===== src/hw/sltpg_pkg.sv =====
// package of constants and types for the serial link test pattern generator
package sltpg_pkg;

   // ==========================================
   // lane geometry
   localparam int unsigned NUM_LANES  = 8;
   localparam int unsigned OCT_W      = 8;
   localparam int unsigned MODE_W     = 4;
   localparam int unsigned OCT_IDX_W  = 4;

   // ==========================================
   // link mode indices and frame lengths in octets
   localparam logic [3:0] LINK_MODE_12 = 4'h0_00C;
   localparam logic [3:0] LINK_MODE_13 = 4'h0_00D;
   localparam logic [3:0] LINK_MODE_14 = 4'h0_00E;
   localparam logic [3:0] LINK_MODE_15 = 4'h0_00F;
   localparam logic [3:0] FRAME_LEN_M12 = 4'h0_001;
   localparam logic [3:0] FRAME_LEN_M13 = 4'h0_005;
   localparam logic [3:0] FRAME_LEN_M14 = 4'h0_003;
   localparam logic [3:0] FRAME_LEN_OTH = 4'h0_001;

   // ==========================================
   // pattern values
   localparam logic [7:0]  MODE12_BASE_LO = 8'h0_1;
   localparam logic [7:0]  MODE12_BASE_HI = 8'h1_1;
   localparam logic [11:0] MODE13_BASE    = 12'h30_1;
   localparam logic [11:0] MODE13_STEP    = 12'h0F_0;
   localparam logic [11:0] MODE13_HALF    = 12'h34_1;
   localparam logic [11:0] MODE14_BASE    = 12'hF0_1;
   localparam logic [11:0] MODE14_STEP    = 12'h0F_0;
   localparam logic [7:0]  CHAR_D21_5     = 8'hB_5;
   localparam logic [7:0]  CHAR_K28_5     = 8'hB_C;
   localparam logic [3:0]  RPAT_LEN       = 4'h0_00C;

   // ==========================================
   // 12-octet rpat encoder input sequence
   localparam logic [7:0] RPAT_SEQ [12] = '{8'hB_E, 8'hD_7, 8'h2_3, 8'h4_7, 8'h6_B, 8'h8_F,
                                            8'hB_3, 8'h1_4, 8'h5_E, 8'hF_B, 8'h3_5, 8'h5_9};

   // ==========================================
   // test mode select and link state
   typedef enum logic [2:0] {
      SLTPG_NORMAL, SLTPG_SHORT_TP, SLTPG_D21_5, SLTPG_K28_5, SLTPG_REP_ILA, SLTPG_RPAT
   } sltpg_test_e;

   typedef enum logic [1:0] { SLTPG_CGS, SLTPG_ILA, SLTPG_DATA } sltpg_link_e;

endpackage : sltpg_pkg


===== src/hw/sltpg_pattern_rom.sv =====
// per-lane short transport pattern octet lookup
module sltpg_pattern_rom
   import sltpg_pkg::*;
(
   // selection
   input  wire logic [MODE_W-1:0]    link_mode_index,
   input  wire logic [2:0]           lane,
   input  wire logic [OCT_IDX_W-1:0] oct_idx,
   // result
   output logic      [OCT_W-1:0]     octet
);

   // ==========================================
   // word builders
   function automatic logic [11:0] word13(input logic [2:0] ln, input logic [1:0] w);
      logic [11:0] base;
      base = ln[2] ? MODE13_HALF : MODE13_BASE;
      word13 = base - 12'(ln[1:0]) * MODE13_STEP + 12'(w);
   endfunction

   logic [11:0] w0, w1, w2, w3, a0, a1;
   logic [39:0] f13;
   logic [23:0] f14;

   always_comb
   begin
      w0 = word13(lane, 2'd0);
      w1 = word13(lane, 2'd1);
      w2 = word13(lane, 2'd2);
      w3 = word13(lane, 2'd3);
      // four words packed
      // ten bits a word: five octets hold no more, and every value is below 0x400
      f13 = {w0[9:0], w1[9:0], w2[9:0], w3[9:0]};
      a0 = MODE14_BASE - 12'(lane) * MODE14_STEP;
      a1 = a0 + 12'h00_1;
      f14 = {a0, a1};
      octet = '0;
      case (link_mode_index)
         LINK_MODE_12: octet = (lane[2] ? MODE12_BASE_HI : MODE12_BASE_LO) + 8'(lane[1:0]);
         LINK_MODE_13: octet = f13[39 - 8*oct_idx[2:0] -: 8];
         LINK_MODE_14, LINK_MODE_15: octet = f14[23 - 8*oct_idx[1:0] -: 8];
         default: octet = '0;
      endcase
   end

endmodule // sltpg_pattern_rom


===== src/hw/sltpg_gen.sv =====
// test pattern source for the eight-lane transmit link
// How it works
// - each short pattern repeats identically every frame on every lane
// - mode 12: one octet per lane, 0x01..0x04 then 0x11..0x14
// - mode 13: every lane carries four 10-bit words in five octets
// - mode 14: lane n words 0xF01 minus n*0x0F0, and one more
// - mode 15 sends the same pattern as mode 14
// - alternating-bit test sends D21.5 on all lanes, any encoding
// - comma test sends K28.5 on all lanes, 8b/10b only
// - repeated ila test loops alignment sequence, never enters data
// - sync request restarts code group sync, then ila repeats again
// - rpat sends a 12-octet cycle into the encoder, 8b/10b only
// - rpat octets 0xBE..0x59 in order, wrapping to octet 0
module sltpg_gen
   import sltpg_pkg::*;
(
   // clock and reset
   input  wire logic                       core_clk,
   input  wire logic                       rst_b,
   input  wire logic                       clk_en,
   // configuration
   input  wire logic [MODE_W-1:0]          link_mode_index,
   input  wire sltpg_test_e                test_sel,
   input  wire logic                       enc_8b10b,
   input  wire logic [3:0]                 ila_len,
   // link control
   input  wire logic                       sync_req,
   // sample path
   input  wire logic [NUM_LANES*OCT_W-1:0] sample_data,
   // lane outputs
   output logic      [NUM_LANES*OCT_W-1:0] lane_data,
   output logic      [NUM_LANES-1:0]       lane_is_ctrl,
   output sltpg_link_e                     link_state,
   output sltpg_test_e                     active_test
);

   // ==========================================
   // frame position
   logic [OCT_IDX_W-1:0] oct_idx;
   logic [OCT_IDX_W-1:0] frame_len;
   logic [3:0]           rpat_idx;
   logic [3:0]           ila_cnt;
   logic                 frame_end;
   logic [NUM_LANES*OCT_W-1:0] next_lane_data;
   logic [NUM_LANES-1:0]       next_ctrl;
   logic [NUM_LANES*OCT_W-1:0] rom_out;

   always_comb
   begin
      case (link_mode_index)
         LINK_MODE_12: frame_len = FRAME_LEN_M12;
         LINK_MODE_13: frame_len = FRAME_LEN_M13;
         LINK_MODE_14, LINK_MODE_15: frame_len = FRAME_LEN_M14;
         default: frame_len = FRAME_LEN_OTH;
      endcase
   end

   // a shorter new mode must not wait for the counter to wrap
   assign frame_end = (oct_idx >= frame_len - 4'h0_001);

   always_ff @(posedge core_clk or negedge rst_b)
   begin
      if (!rst_b)
         oct_idx <= '0;
      else if (clk_en)
         oct_idx <= frame_end ? '0 : oct_idx + 4'h0_001;
   end

   // ==========================================
   // test select latch
   // frame boundary update
   always_ff @(posedge core_clk or negedge rst_b)
   begin
      if (!rst_b)
         active_test <= SLTPG_NORMAL;
      else if (clk_en && frame_end)
         active_test <= test_sel;
   end

   // ==========================================
   // link state for repeated ila
   // sync restarts cgs
   always_ff @(posedge core_clk or negedge rst_b)
   begin
      if (!rst_b)
      begin
         link_state <= SLTPG_CGS;
         ila_cnt    <= '0;
      end
      else if (clk_en)
      begin
         if (sync_req)
         begin
            link_state <= SLTPG_CGS;
            ila_cnt    <= '0;
         end
         else
            case (link_state)
               SLTPG_CGS:
                  if (frame_end)
                     link_state <= SLTPG_ILA;
               SLTPG_ILA:
                  if (frame_end)
                  begin
                     if (ila_cnt == ila_len && active_test != SLTPG_REP_ILA)
                        link_state <= SLTPG_DATA;
                     ila_cnt <= (ila_cnt == ila_len) ? '0 : ila_cnt + 4'h0_001;
                  end
               SLTPG_DATA: link_state <= SLTPG_DATA;
               default: link_state <= SLTPG_CGS;
            endcase
      end
   end

   // ==========================================
   // rpat index
   // wrap after octet 11
   always_ff @(posedge core_clk or negedge rst_b)
   begin
      if (!rst_b)
         rpat_idx <= '0;
      else if (clk_en)
         rpat_idx <= (rpat_idx == RPAT_LEN - 4'h0_001) ? '0 : rpat_idx + 4'h0_001;
   end

   // ==========================================
   // per-lane pattern lookup
   genvar g;
   generate
      for (g = 0; g < NUM_LANES; g++)
      begin : g_lane
         sltpg_pattern_rom u_rom (
            .link_mode_index (link_mode_index),
            .lane            (3'(g)),
            .oct_idx         (oct_idx),
            .octet           (rom_out[g*OCT_W +: OCT_W])
         );
      end
   endgenerate

   // ==========================================
   // output select
   always_comb
   begin
      next_lane_data = sample_data;
      next_ctrl      = '0;
      case (active_test)
         SLTPG_NORMAL: next_lane_data = sample_data;
         SLTPG_SHORT_TP: next_lane_data = rom_out;
         SLTPG_D21_5: next_lane_data = {NUM_LANES{CHAR_D21_5}};
         SLTPG_K28_5:
         begin
            next_lane_data = enc_8b10b ? {NUM_LANES{CHAR_K28_5}} : sample_data;
            next_ctrl      = enc_8b10b ? '1 : '0;
         end
         SLTPG_REP_ILA:
         begin
            // link layer frames the ila; cgs sends commas here
            next_lane_data = (link_state == SLTPG_CGS) ? {NUM_LANES{CHAR_K28_5}} : sample_data;
            next_ctrl      = (link_state == SLTPG_CGS) ? '1 : '0;
         end
         SLTPG_RPAT: next_lane_data = enc_8b10b ? {NUM_LANES{RPAT_SEQ[rpat_idx]}} : sample_data;
         default: next_lane_data = sample_data;
      endcase
   end

   always_ff @(posedge core_clk or negedge rst_b)
   begin
      if (!rst_b)
      begin
         lane_data    <= '0;
         lane_is_ctrl <= '0;
      end
      else if (clk_en)
      begin
         lane_data    <= next_lane_data;
         lane_is_ctrl <= next_ctrl;
      end
   end
endmodule // sltpg_gen


===== config.mk =====
export PLATFORM = sky130hd
export DESIGN_NAME = sltpg_gen
export DESIGN_NICKNAME = d
export VERILOG_FILES = /design/src/hw/sltpg_pkg.sv /design/src/hw/sltpg_pattern_rom.sv /design/src/hw/sltpg_gen.sv
export SDC_FILE = /design/constraint.sdc
export NUM_CORES = 1
export LEC_CHECK = 0
export ABC_AREA = 1
export BUFFER_PORTS_ARGS = -buffer_cell sky130_fd_sc_hd__buf_4
export CELL_PAD_IN_SITES_DETAIL_PLACEMENT = 0
export CELL_PAD_IN_SITES_GLOBAL_PLACEMENT = 1
export CORE_MARGIN = 3
export CORE_UTILIZATION = 46
export CTS_BUF_LIST = sky130_fd_sc_hd__clkbuf_2
export DETAILED_ROUTE_END_ITERATION = 8
export GPL_ROUTABILITY_DRIVEN = 0
export GPL_TIMING_DRIVEN = 0
export PLACE_DENSITY = 0.92
export RECOVER_POWER = 25
export SETUP_SLACK_MARGIN = 0.4
export SYNTH_ARGS = -nofsm -noshare
export SYNTH_HDL_FRONTEND = slang
export SYNTH_HIERARCHICAL = 1
export SYNTH_SLANG_ARGS = --single-unit

===== constraint.sdc =====
create_clock -name core_clk -period 5.7 [get_ports core_clk]
set_input_delay 1.14 -clock core_clk [delete_from_list [all_inputs] [get_ports core_clk]]
set_output_delay 1.14 -clock core_clk [all_outputs]
set_load 0.05 [all_outputs]

Yosys cells after proc, flatten, opt, wreduce, memory -nomap -nowiden --
Memory sizes are Yosys's and may differ from the RTL's. Index checks and enable logic that the tools add are counted. W data, S select, Z words.
Storage, ports and cells: memories 1, logic and storage cells 87, bits in read-only memories 128, bits in latches 0, RAM bits 0, output and inout port bits 77, flip-flop bits (word level) 89
Operators by class: reductions and logical operators 8, equal/unequal tests 17, muxes and demuxes 29, shift operators 16, multipliers 0, bitwise gates (word level) 1, add/subtract/negate cells 6, div/mod/pow operators 0, magnitude comparators 2
Memories:
- (no name shown) | depth 16, width 8, rd ports 1, clocked after Yosys merged registers in 0, wr ports 0, line sltpg_gen.sv:162 | SLTPG_RPAT: next_lane_data = enc_8b10b ? {NUM_LANES{RPAT_SEQ[rpat_idx]}} : sample_data;
Operator list (count):
- $shiftx A47 B33 Y8 const A | 8
- $pmux W64 S5 | 1
- $shiftx A31 B33 Y8 const A | 8
- $mux W64 | 3
- $pmux W8 S3 | 8
- $mux W8 | 4
- $mux W4 | 6
- $eq A4 B4 Y1 const B | 5
- $pmux W8 S2 | 1
- $add A4 B1 Y4 const B | 3
- $ne A3 B3 Y1 const B | 4
- $mux W2 | 4
- $sub A6 B6 Y7 const A | 1
- $eq A3 B2 Y1 const B | 2
- $eq A3 B3 Y1 const B | 2
- $pmux W2 S3 | 1
- $pmux W3 S2 | 1
- $sub A5 B5 Y6 const A | 1
- $ge A5 B5 Y1 const B | 1
- $not A4 Y5 | 1
- $eq A4 B4 Y1 | 1
- $ge A4 B4 Y1 | 1
- $reduce_and A4 Y1 | 1
- $reduce_bool A2 Y1 | 2
- 8 further kinds | 9

Depth between registers and ports, before layout --
depth in word-level cells 8, gate-level depth with buffers 19

Hierarchy --
The synthesis kept the hierarchy.
By module, submodules not included:
- sltpg_gen | times used 1, cells each 855, sequential area each 2052.0 um^2, area an instance 5610.4 um^2
- sltpg_pattern_rom (g_lane[0].u_rom ...) | times used 5, cells each 181, sequential area each 0.0 um^2, area an instance 1018.5 um^2
- sltpg_pattern_rom (g_lane[7].u_rom) | times used 1, cells each 178, sequential area each 0.0 um^2, area an instance 958.4 um^2
- sltpg_pattern_rom (g_lane[2].u_rom) | times used 1, cells each 167, sequential area each 0.0 um^2, area an instance 949.7 um^2
- sltpg_pattern_rom (g_lane[1].u_rom) | times used 1, cells each 166, sequential area each 0.0 um^2, area an instance 942.2 um^2

Least setup slack after synthesis --
Ideal clock, no wire load.
path kind flip-flop to flip-flop, from reg oct_idx[0], to reg lane_data[52], path buffers 3, setup slack 2.662 ns, setup time 0.118 ns, required time 5.582 ns, stages on the path, launching flop included 15, arrival time 2.920 ns, clock period less this slack 3.038 ns, cell sequence dfrtp_1 > buf_6 > clkinv_1 > ha_1 > buf_2 > clkbuf_1 > o211ai_1 > nand3_1 > nand3_2 > nand2_1 > nand2_1 > nor2_1 > nand3_1 > nand2_1 > nand2_1
On the way: word-level cells in the longest chain between the ends 4, elaborated cells between the ends (all ways) 6
Ends and longest elaborated chain:
- start, declared | line sltpg_gen.sv:39 | logic [OCT_IDX_W-1:0] oct_idx;
- start signal, assigned | line sltpg_gen.sv:66 | oct_idx <= frame_end ? '0 : oct_idx + 4'h0_001;
- $sub A6 B6 Y7 or $sub A5 B5 Y6 (tied branches) | line sltpg_pattern_rom.sv:40, sltpg_pattern_rom.sv:41
- $shiftx A47 B33 Y8 or $shiftx A31 B33 Y8 (tied branches) | line sltpg_pattern_rom.sv:40, sltpg_pattern_rom.sv:41
- $pmux W8 S3 * | line sltpg_pattern_rom.sv:38 | case (link_mode_index)
- via rom_out[52] | line sltpg_gen.sv:46 | logic [NUM_LANES*OCT_W-1:0] rom_out;
- $pmux W64 S5 * | line sltpg_gen.sv:147 | case (active_test)
- end signal, assigned | line sltpg_gen.sv:176 | lane_data <= next_lane_data;
- end, declared | line sltpg_gen.sv:31 | output logic [NUM_LANES*OCT_W-1:0] lane_data,
The timed path passes the listed nets; every way through them passes the cells marked *. A chain may end at the register's enable or synchronous reset.

Final worst setup path --
Same ends and word-level chain as after synthesis.

==> flow_summary.ini <==
[outcome]
outcome = complete, but fails checks
violations = max-capacitance violations, max-slew violations

[clocking]
cts_tree = done
root_buffer = clkbuf_2
post_cts_buffers = 0
clk_pin_slew_ps = 280
clock_path_buffers = 2
ctsHoldBuffers = 0
numCtsBuffers = 9
htreeDepth = 3
clock_latency_ps = 650
cts.sinks = 82
cts.repair.resized = 0

[yosys]
synth_top_area_share_pct = 19.6
avgSynthCellArea_um2 = 5.97
seq_area_frac_synth_pct = 15.1
netlist_instances = 2271
synth_area_leaders = nand2_1 (20%), dfrtp_1 (15%), ha_1 (11%), nand3_1 (7.8%), inv_1 (7.2%)
synth.distinct_cells = 51
synth_seq_cells = 82
synth-warning-count = 6
async_reset_ff_share_pct = 100
synth-main-ff-cell = dfrtp_1
synth-edff-count = 0
netlist_area_um2 = 13600
synth_area_leader_cell = nand2_1

[detailed_routing]
wl_met1_mm = 20.1
wire_per_inst_um = 16.0
finalWirelength_mm = 47.6
drc_errors = 0
wl_met2_mm = 21.4
drtIter0Drc = 1279
top_layer_used = met4
wl_met3_mm = 3.63
first_pass_iters = 7
antenna_left = 0
vias = 15649
routed_via_density = 5.27

[sta]
setup_viol = 0
rsz0062_at_grt = false
worst_slew_pin_slew_ps = 2290
hold_viol = 0
slew-limit-headroom_pct = -52.6
finClkSkew_ps = 42.0
finalCriticalPeriod_ps = 3450
fin_tns_setup_ps = 0
slew_viol_final = 83
fmax_mhz = 290
min_period_over_period_pct = 60.5

[worst_setup_path]
reg2reg_from = oct_idx[0]
crit_path_start = oct_idx[0]
worst_setup_path_end_kind = flop
start_kind = flop
regToRegSetupSlack_ps = 2250
cp.required_ps = 6270
worst_r2r_endpoint = lane_data[52]
critPathKind = reg2reg
arrival_ps = 4020
rr_worst_depth = 15
critical_path_peak_fanout = 26

[global_route]
grt_usage_pct = 29.5
grt_pass1_vias = 14213
grt_max_degree = 83
grt.overflow.total = 0
grt_pass1_wl_mm = 73.8
antenna_found_initial = 1

[finish]
design_area_um2 = 15900
final_nets = 2804
layout_commonest_cell = nand2_1
multi_input_area_um2 = 10500
layout-drive-gt1-share_pct = 13.7
fin_util_pct = 55.1
layout_common_cells = nand2_1 (707), inv_1 (261), nor2_1 (240), nand3_1 (210), buf_4 (167)
regArea_um2 = 2060
fillers = 3081
area_growth_pct = 17.4

[floorplan]
die_h_um = 178
die_w_um = 178
core_area_um2 = 28900
ios = 157
rows = 62
die_area_um2 = 31600
start_util_pct = 47.0

[min_path]
min_path_type = reg2reg
worstHoldStart = lane_data[41]
hold_path_depth = 2
min_to = lane_data[41]

[power]
power_frac_clock_pct = 10.2
p_comb_share_pct = 65.1
p_total_w = 0.00346
p_int_w = 0.00152
p_sw_w = 0.00194
pwr-share-seq_pct = 24.7
p_per_area_nw_per_um2 = 217
peakVddDrop_mv = 0.116
leakagePower_nw = 8.47
switching_share_pct = 56.0

[placed_design]
dp_hpwl_mm = 37.6
place_area_um2 = 15800
io_buffers = 154

[run]
max-cap-violations = 1
-- metrics by stage --
stage	setup slack [ps]	cells	hold WS [ps]
finish	2250	2972	521
global placement	1250	2952	470
global route	2050	2972	546
CTS	2290	2971	525
floorplan	2660	2414	509
detailed placement	2350	2955	471
-- layout make-up --
class,count,share of cell area (%)
clock inverter,6,0.409
multi-input combinational,1959,66.1
buffer,63,2.17
clock buffer,10,0.315
timing repair buffer,157,7.63
tap,384,3.02
sequential,82,12.9
inverter,310,7.41
antenna,1,0.0157
-- synth_stat cells, types with 28 or more instances --
library cell	number
o21ai_1	37
a21oi_1	112
o211ai_1	29
o21ai_0	88
nand2_1	707
inv_2	38
inv_1	261
ha_1	118
nand3_1	210
nand4_1	29
nor3_1	34
nor2_1	240
clkbuf_1	28
dfrtp_1	82
-- worst max-delay path, cell delays in order, from the launching register on --
cell and delay [ps]:
dfrtp_2 810, buf_12 270, buf_6 180, clkinv_1 240, ha_1 370, buf_2 200
clkbuf_1 380, o211ai_1 160, nand3_1 150, nand3_2 120, nand2_1 90, nand2_1 60
nor2_1 90, nand3_1 90, nand2_1 70, nand2_1 50
-- cells by family after synthesis --
group           share of synthesized area, %
compound gates                          14.6
xor+xnor                                3.61
fa+ha+maj                               14.4
buf+inv                                 11.2
flops                                   15.1
other cells                           0.0554
simple gates                            40.9
-- power groups by stage --
stage                     combinational, W  sequential (W)  clock, W
after CTS                          0.00215        0.000850  0.000356
final                              0.00225        0.000855  0.000352
after floorplan                    0.00117         0.00124         0
after global placement             0.00212        0.000866         0
after detailed placement           0.00215        0.000860         0
after global routing               0.00247        0.000868  0.000379
-- flip-flops by register name (all words and copies together), names as in the netlist --
register      cells
lane_data        64
ila_cnt           4
oct_idx           4
rpat_idx          4
active_test       3
link_state        2
lane_is_ctrl      1
-- how the worst max path moves through the flow --
stage	endpoint	slack [ps]
floorplan	lane_data[52]	2660
global placement	lane_data[24]	1250
detailed placement	lane_data[52]	2350
CTS	lane_data[52]	2290
global route	lane_data[52]	2050
finish	lane_data[52]	2250
-- per-layer routing --
layer	global-route usage, %	vias up
li1	-	7744
met2	47.4	657
met4	14.0	0
met5	0	-
met1	38.9	7108
met3	4.24	140
(Power assumes the default switching activity.)
